`config.mk`:
```
export PLATFORM = sky130hd
export DESIGN_NAME = gxh_host
export DESIGN_NICKNAME = d
export VERILOG_FILES = /design/src/gxh_pkg.sv /design/src/gxh_host.sv /design/src/gxh_sync2.sv
export SDC_FILE = /design/constraint.sdc
export NUM_CORES = 1
export LEC_CHECK = 0
export ABC_CLOCK_PERIOD_IN_PS = 5150
export BUFFER_PORTS_ARGS = -buffer_cell sky130_fd_sc_hd__buf_2
export CAP_MARGIN = 20
export CELL_PAD_IN_SITES_DETAIL_PLACEMENT = 0
export CELL_PAD_IN_SITES_GLOBAL_PLACEMENT = 1
export CORE_MARGIN = 2
export CORE_UTILIZATION = 50
export DETAILED_ROUTE_END_ITERATION = 16
export PLACE_DENSITY = 0.9
export SLEW_MARGIN = 20
export SYNTH_ARGS = -nofsm -noshare
export SYNTH_HDL_FRONTEND = slang
export SYNTH_SLANG_ARGS = --single-unit
```
`constraint.sdc`:
```
create_clock -name i_clk_sys -period 5.15 [get_ports i_clk_sys]
set_clock_uncertainty 0.15 [all_clocks]
set_input_delay 1.03 -clock i_clk_sys [delete_from_list [all_inputs] [get_ports i_clk_sys]]
set_output_delay 1.03 -clock i_clk_sys [all_outputs]
set_load 0.01 [all_outputs]
```
`src/gxh_pkg.sv`:
```
// Package with the constants of the expander host controller.
`default_nettype none
package gxh_pkg;
  localparam logic [3:0] ADDR_FIXED_HI  = 4'h7;
  localparam logic       DIR_READ       = 1'b1;
  localparam logic       DIR_WRITE      = 1'b0;
  localparam logic [7:0] REG_PIN_LEVEL_INPUT      = 8'h00;
  localparam logic [7:0] REG_PIN_DRIVE_LATCH      = 8'h01;
  localparam logic [7:0] REG_INPUT_INVERT_MASK    = 8'h02;
  localparam logic [7:0] REG_PIN_DIRECTION_SELECT = 8'h03;
  localparam logic [7:0] RST_PIN_DRIVE_LATCH      = 8'hff;
  localparam logic [7:0] RST_INPUT_INVERT_MASK    = 8'h00;
  localparam logic [7:0] RST_PIN_DIRECTION_SELECT = 8'hff;
  localparam int         BYTE_BITS      = 8;
  localparam int         CLK_SYS_MHZ    = 25;
  localparam int         SCL_PERIOD_NS  = 10000;
  // A quarter of the bus bit period, rounded down, never below one cycle.
  localparam int         QTR_CYCLES_RAW = (SCL_PERIOD_NS * CLK_SYS_MHZ) / (4 * 1000);
  localparam int         QTR_CYCLES     = (QTR_CYCLES_RAW < 1) ? 1 : QTR_CYCLES_RAW;
endpackage
`default_nettype wire

```
`src/gxh_host.sv`:
```
// Host controller that reads and writes the expander registers over the two-wire bus.
`default_nettype none
module gxh_host
  import gxh_pkg::*;
#(
  parameter int QTR = QTR_CYCLES
) (
  input  wire logic       i_clk_sys,
  input  wire logic       i_rst,
  input  wire logic       i_req,
  input  wire logic       i_rd,
  input  wire logic [2:0] i_strap,
  input  wire logic [1:0] i_reg_sel,
  input  wire logic [7:0] i_wdata,
  output logic            o_busy,
  output logic            o_done,
  output logic            o_nack,
  output logic [7:0]      o_rdata,
  input  wire logic       i_scl,
  output logic            o_scl_o,
  output logic            o_scl_oe,
  input  wire logic       i_sda,
  output logic            o_sda_o,
  output logic            o_sda_oe
);
  typedef enum logic [3:0] {
    GXH_IDLE, GXH_START, GXH_BIT, GXH_ACK, GXH_NEXT, GXH_RSTART, GXH_STOP, GXH_DONE
  } gxh_state_e;

  // Byte sequence positions within one request.
  typedef enum logic [2:0] {
    GXH_B_WADDR, GXH_B_CMD, GXH_B_WDATA, GXH_B_RADDR, GXH_B_RDATA
  } gxh_byte_e;

  logic [1:0] pins_s;
  logic       scl_s;
  logic       sda_s;

  gxh_sync2 #(.W(2)) u_sync (
    .i_clk_sys (i_clk_sys),
    .i_rst     (i_rst),
    .i_async   ({i_scl, i_sda}),
    .o_sync    (pins_s)
  );
  assign scl_s = pins_s[1];
  assign sda_s = pins_s[0];

  function automatic logic [7:0] addr_byte(input logic [2:0] strap, input logic dir);
    addr_byte = {1'b0, ADDR_FIXED_HI[2:0], strap, dir};
  endfunction

  gxh_state_e state_q, state_d;
  gxh_byte_e  byte_q, byte_d;
  logic [1:0] phase_q, phase_d;
  logic [15:0] tick_q, tick_d;
  logic [2:0] bit_q, bit_d;
  logic [7:0] shift_q, shift_d;
  logic       rd_q, rd_d;
  logic [2:0] strap_q, strap_d;
  logic [1:0] sel_q, sel_d;
  logic [7:0] wdata_q, wdata_d;
  logic [7:0] rdata_q, rdata_d;
  logic       nack_q, nack_d;
  logic       scl_low_q, scl_low_d;
  logic       sda_low_q, sda_low_d;
  logic       step;

  // Each bus bit is four quarter phases; phase 1 raises SCL, phase 3 drops it.
  assign step = (tick_q == 16'(QTR - 1));

  always_comb begin
    state_d   = state_q;
    byte_d    = byte_q;
    phase_d   = phase_q;
    tick_d    = step ? 16'h0000 : tick_q + 16'h0001;
    bit_d     = bit_q;
    shift_d   = shift_q;
    rd_d      = rd_q;
    strap_d   = strap_q;
    sel_d     = sel_q;
    wdata_d   = wdata_q;
    rdata_d   = rdata_q;
    nack_d    = nack_q;
    scl_low_d = scl_low_q;
    sda_low_d = sda_low_q;
    case (state_q)
      GXH_IDLE: begin
        tick_d    = 16'h0000;
        scl_low_d = 1'b0;
        sda_low_d = 1'b0;
        if (i_req) begin
          rd_d    = i_rd;
          strap_d = i_strap;
          sel_d   = i_reg_sel;
          wdata_d = i_wdata;
          nack_d  = 1'b0;
          phase_d = 2'd0;
          state_d = GXH_START;
        end
      end
      GXH_START, GXH_RSTART: begin
        if (step) begin
          phase_d = phase_q + 2'd1;
          case (phase_q)
            2'd0: sda_low_d = 1'b0;
            2'd1: scl_low_d = 1'b0;
            2'd2: sda_low_d = 1'b1;
            default: begin
              scl_low_d = 1'b1;
              byte_d    = (state_q == GXH_START) ? GXH_B_WADDR : GXH_B_RADDR;
              shift_d   = addr_byte(strap_q, (state_q == GXH_START) ? DIR_WRITE : DIR_READ);
              bit_d     = 3'(BYTE_BITS - 1);
              state_d   = GXH_BIT;
            end
          endcase
        end
      end
      GXH_BIT: begin
        if (step) begin
          phase_d = phase_q + 2'd1;
          case (phase_q)
            // SDA only moves while SCL is low.
            2'd0: sda_low_d = (byte_q == GXH_B_RDATA) ? 1'b0 : ~shift_q[7];
            2'd1: scl_low_d = 1'b0;
            2'd2: if (!scl_s) phase_d = phase_q; // Clock stretching holds the bit.
            default: begin
              scl_low_d = 1'b1;
              shift_d   = {shift_q[6:0], sda_s};
              if (bit_q == 3'd0) begin
                state_d = GXH_ACK;
              end else begin
                bit_d = bit_q - 3'd1;
              end
            end
          endcase
        end
      end
      GXH_ACK: begin
        if (step) begin
          phase_d = phase_q + 2'd1;
          case (phase_q)
            // SDA is released in every ack slot, so the one read data byte gets a NACK.
            2'd0: sda_low_d = 1'b0;
            2'd1: scl_low_d = 1'b0;
            2'd2: begin
              if (!scl_s) phase_d = phase_q;
              else if (byte_q != GXH_B_RDATA && sda_s) nack_d = 1'b1;
            end
            default: begin
              scl_low_d = 1'b1;
              if (byte_q == GXH_B_RDATA) rdata_d = shift_q;
              state_d = GXH_NEXT;
            end
          endcase
        end
      end
      GXH_NEXT: begin
        phase_d = 2'd0;
        bit_d   = 3'(BYTE_BITS - 1);
        if (nack_q || byte_q == GXH_B_RDATA || byte_q == GXH_B_WDATA) begin
          state_d = GXH_STOP;
        end else if (byte_q == GXH_B_WADDR) begin
          byte_d  = GXH_B_CMD;
          shift_d = {6'h00, sel_q};
          state_d = GXH_BIT;
        end else if (byte_q == GXH_B_CMD) begin
          if (rd_q) begin
            state_d = GXH_RSTART;
          end else begin
            byte_d  = GXH_B_WDATA;
            shift_d = wdata_q;
            state_d = GXH_BIT;
          end
        end else begin
          byte_d  = GXH_B_RDATA;
          shift_d = 8'h00;
          state_d = GXH_BIT;
        end
      end
      GXH_STOP: begin
        if (step) begin
          phase_d = phase_q + 2'd1;
          case (phase_q)
            2'd0: sda_low_d = 1'b1;
            2'd1: scl_low_d = 1'b0;
            2'd2: sda_low_d = 1'b0;
            default: state_d = GXH_DONE;
          endcase
        end
      end
      GXH_DONE: state_d = GXH_IDLE;
      default:  state_d = GXH_IDLE;
    endcase
  end

  always_ff @(posedge i_clk_sys or posedge i_rst) begin
    if (i_rst) begin
      state_q   <= GXH_IDLE;
      byte_q    <= GXH_B_WADDR;
      phase_q   <= 2'd0;
      tick_q    <= 16'h0000;
      bit_q     <= 3'd0;
      shift_q   <= 8'h00;
      rd_q      <= 1'b0;
      strap_q   <= 3'h0;
      sel_q     <= 2'h0;
      wdata_q   <= 8'h00;
      rdata_q   <= 8'h00;
      nack_q    <= 1'b0;
      scl_low_q <= 1'b0;
      sda_low_q <= 1'b0;
    end else begin
      state_q   <= state_d;
      byte_q    <= byte_d;
      phase_q   <= phase_d;
      tick_q    <= tick_d;
      bit_q     <= bit_d;
      shift_q   <= shift_d;
      rd_q      <= rd_d;
      strap_q   <= strap_d;
      sel_q     <= sel_d;
      wdata_q   <= wdata_d;
      rdata_q   <= rdata_d;
      nack_q    <= nack_d;
      scl_low_q <= scl_low_d;
      sda_low_q <= sda_low_d;
    end
  end

  // Open-drain: only ever pull low, release otherwise.
  assign o_scl_o  = 1'b0;
  assign o_scl_oe = scl_low_q;
  assign o_sda_o  = 1'b0;
  assign o_sda_oe = sda_low_q;
  assign o_busy   = (state_q != GXH_IDLE);
  assign o_done   = (state_q == GXH_DONE);
  assign o_nack   = nack_q;
  assign o_rdata  = rdata_q;
endmodule
`default_nettype wire

```
`src/gxh_sync2.sv`:
```
// Two-flop synchroniser for a group of pin inputs.
`default_nettype none
module gxh_sync2 #(
  parameter int W = 2
) (
  input  wire logic         i_clk_sys,
  input  wire logic         i_rst,
  input  wire logic [W-1:0] i_async,
  output logic      [W-1:0] o_sync
);
  logic [W-1:0] meta_q;
  logic [W-1:0] sync_q;
  logic [W-1:0] meta_d;
  logic [W-1:0] sync_d;

  always_comb begin
    meta_d = i_async;
    sync_d = meta_q;
  end

  // Pins idle high, so the synchroniser resets to ones and shows no false start.
  always_ff @(posedge i_clk_sys or posedge i_rst) begin
    if (i_rst) begin
      meta_q <= '1;
      sync_q <= '1;
    end else begin
      meta_q <= meta_d;
      sync_q <= sync_d;
    end
  end

  assign o_sync = sync_q;
endmodule
`default_nettype wire
```
==> reports/qor.txt <==
Root Driver: clkbuf_8
# DRC: 0
WP data arrival: 1.90 ns
simple logic cell fraction of the synthesized area: 19.29%
number of antenna-violating nets in the routed design: 0
die area: 0.007569 mm^2
Longest Clk Path Bufs: 2
CTS clk-pin slew, worst paths: 0.07 ns
count of flip-flops with a built-in enable after synthesis: 0
HP Class: flop to flop
WS Path Type: flop to primary output
largest net degree at the start of global routing: 65
sequential cell area: 0.001607 mm^2
Worst setup SP type: flop
GPL Wtd Cong: 0.8553
power density over the cells: 251.3 mW/mm^2
Netlist Area Pre-Place: 0.003445 mm^2
drt pass-1 iters: 5
Post-Syn Instances: 324
GRT overflow: 0
Initial Util: 51.27%
number of global-route vias before repair: 2399
commonest non-fill, non-tap cell in the layout: dfrtp_1
layout cell share with drive strength beyond 1: 27.40%
final hold violations: 0
sequential fraction of the synthesis area: 46.64%
main combinational cell family by area after synthesis: simple AND/OR/NAND/NOR gates
outcome: completed
worst hold slack: 0.2075 ns
post-route setup TNS: 0 ns
row count: 30
Tot GR Track Use: 20.44%
Crit. End Element: primary output
I/O pins: 34
core area: 0.006719 mm^2
nets: 376
post-DP HPWL: 4.905 mm
Max Transition Viols Final: 0
port bufs: 31
FF+latch count, synth: 64
Final Cycle Share: 59.73%
Worst-Skew Late Latency: 0.35 ns
# fillers: 578
Main synth FF type: dfrtp_1
total routed wirelength: 7.108 mm
fmax: 325.1 MHz
XOR/XNOR share of the synthesized area: 3.814%
worst-margin pin slew: 0.7846 ns
Peak VDD IR: 0.1949 mV
Die Wd: 87 um
syn_area_per_cell: 10.63 um^2
global-route wire length before repair: 11.81 mm
setup bufs post-CTS: 0
antenna violations before repair: 0
fin util: 56.80%
Tot Pwr: 0.9589 mW
most frequent cells in the layout: dfrtp_1 (60), mux2_2 (35), nor2_1 (31), buf_2 (31), nand2_1 (19)
CTS Buf Count: 9
ANT cells: 0
P&R area growth vs syn: 10.79%
CP required: 3.97 ns
DIE HEIGHT: 87 um
CTS tree: built
RSZ-0062 raised after global routing: no
vias per inst: 5.836
mux contribution to synthesized area: 11.73%
yosys synthesis warning count: 0
area taken by multi-input logic gates: 0.001712 mm^2
Final min period: 3.076 ns
crit-path max FO: 26
Sink Count: 64
Slew headroom: 47.70%
asr flop ratio synth: 100.0%
compound-cell area share of the yosys netlist: 11.73%
final setup fails: 0
post-CTS sizing: 0
vias after detailed routing: 2533
max cap viols: 0
cts hold-fix bufs: 0
H-Tree Level Count: 3
Iteration-0 DRC Markers: 148
Lkg Pwr: 1.836 nW
post-synthesis cell type count: 59
average wire per standard cell: 16.38 um
adder-cell share of the synthesized area: 2.906%
## critical path: stages, from the launching register on
cell and delay [ns]:
dfrtp_1 0.86, inv_1 0.33, nand2_1 0.20, buf_2 0.16
## sequential cells by signal, indices dropped and copies added, names as in the netlist, 2 cells and up
name / count
shift_q: 8
o_rdata: 8
byte_q: 3
u_sync.meta_q: 2
phase_q: 2
strap_q: 3
u_sync.o_sync: 2
state_q: 3
bit_q: 3
sel_q: 2
tick_q: 16
wdata_q: 8
## cells by family after synthesis
logic type / count (synthesis)
AO/OA/AOI/OAI: 57
other: 1
adder cells (fa/ha/maj): 8
XOR/XNOR: 15
buffers and inverters: 29
flip-flops: 64
AND/OR/NAND/NOR: 114
multiplexers: 36
## where the power goes
part	internal (mW)	total [mW]	switching [mW]	leakage, nW
sequential	0.505	0.506	0.000944	0.851
clock	0.236	0.434	0.198	0.0993
combinational	0.00622	0.0189	0.0127	0.886
## final cells by class
| class | instances | area share [%] |
|---|---|---|
| Clock buffer | 11 | 3.705 |
| Clock inverter | 5 | 1.475 |
| Inverter | 10 | 0.9836 |
| Multi-Input combinational cell | 232 | 44.85 |
| Sequential cell | 64 | 42.10 |
| Tap cell | 80 | 2.623 |
| Timing Repair Buffer | 32 | 4.262 |
## metal layers
| layer | vias up | routed length, um | track usage, % |
|---|---|---|---|
| met5 | - | 0 | 0 |
| met4 | 0 | 152 | 9.943 |
| met3 | 12 | 489 | 4.834 |
| met2 | 88 | 3123 | 27.90 |
| met1 | 1222 | 3342 | 30.28 |
| li1 | 1211 | - | - |
## worst paths after layout
| kind | startpoint | to | slack, ns | cells after the start |
|---|---|---|---|---|
| hold reg to reg | u_sync.meta_q[1] | u_sync.o_sync[1] | 0.21 | 0 |
| setup / recovery | state_q[2] | o_busy | 2.07 | 3 |
| hold / removal | u_sync.meta_q[1] | u_sync.o_sync[1] | 0.21 | 0 |
| min in group asynchronous | i_rst | o_rdata[1] | 0.75 | 3 |
| max in group asynchronous | i_rst | tick_q[9] | 3.59 | 3 |
| setup reg to reg | state_q[2] | o_sda_oe | 2.57 | 5 |
## stage by stage
step / worst slack (ns) / cell area (um^2) / instances
final: 2.074 / 3816 / 434
after CTS: 2.094 / 3816 / 434
after global placement: 2.492 / 3618 / 418
after floorplan: 2.379 / 3448 / 325
after detailed placement: 2.488 / 3618 / 418
after global routing: 1.956 / 3816 / 434
## Yosys cell counts (2+ instances only)
cell,count,area (um^2)
a211oi_1,2,15.01
a21oi_1,6,30.03
a221o_1,3,30.03
a22oi_1,5,37.54
and3_1,6,37.54
and4_1,3,26.28
buf_2,8,40.04
buf_4,3,22.52
clkbuf_1,7,26.28
dfrtp_1,60,1501
dfstp_2,4,105.1
ha_1,8,100.1
inv_1,10,37.54
mux2_2,35,394.1
nand2_1,19,71.32
nand2b_1,9,56.30
nand3_1,11,55.05
nand4_1,4,25.02
nor2_1,31,116.4
nor2_4,2,22.52
nor2b_1,4,25.02
nor3_1,8,40.04
nor4_1,4,25.02
nor4b_4,2,47.55
o211ai_1,9,67.56
o21ai_0,13,65.06
o31ai_1,2,15.01
or3b_1,2,17.52
xnor2_1,4,35.03
xor2_1,11,96.34
(Power assumes the default switching activity.)
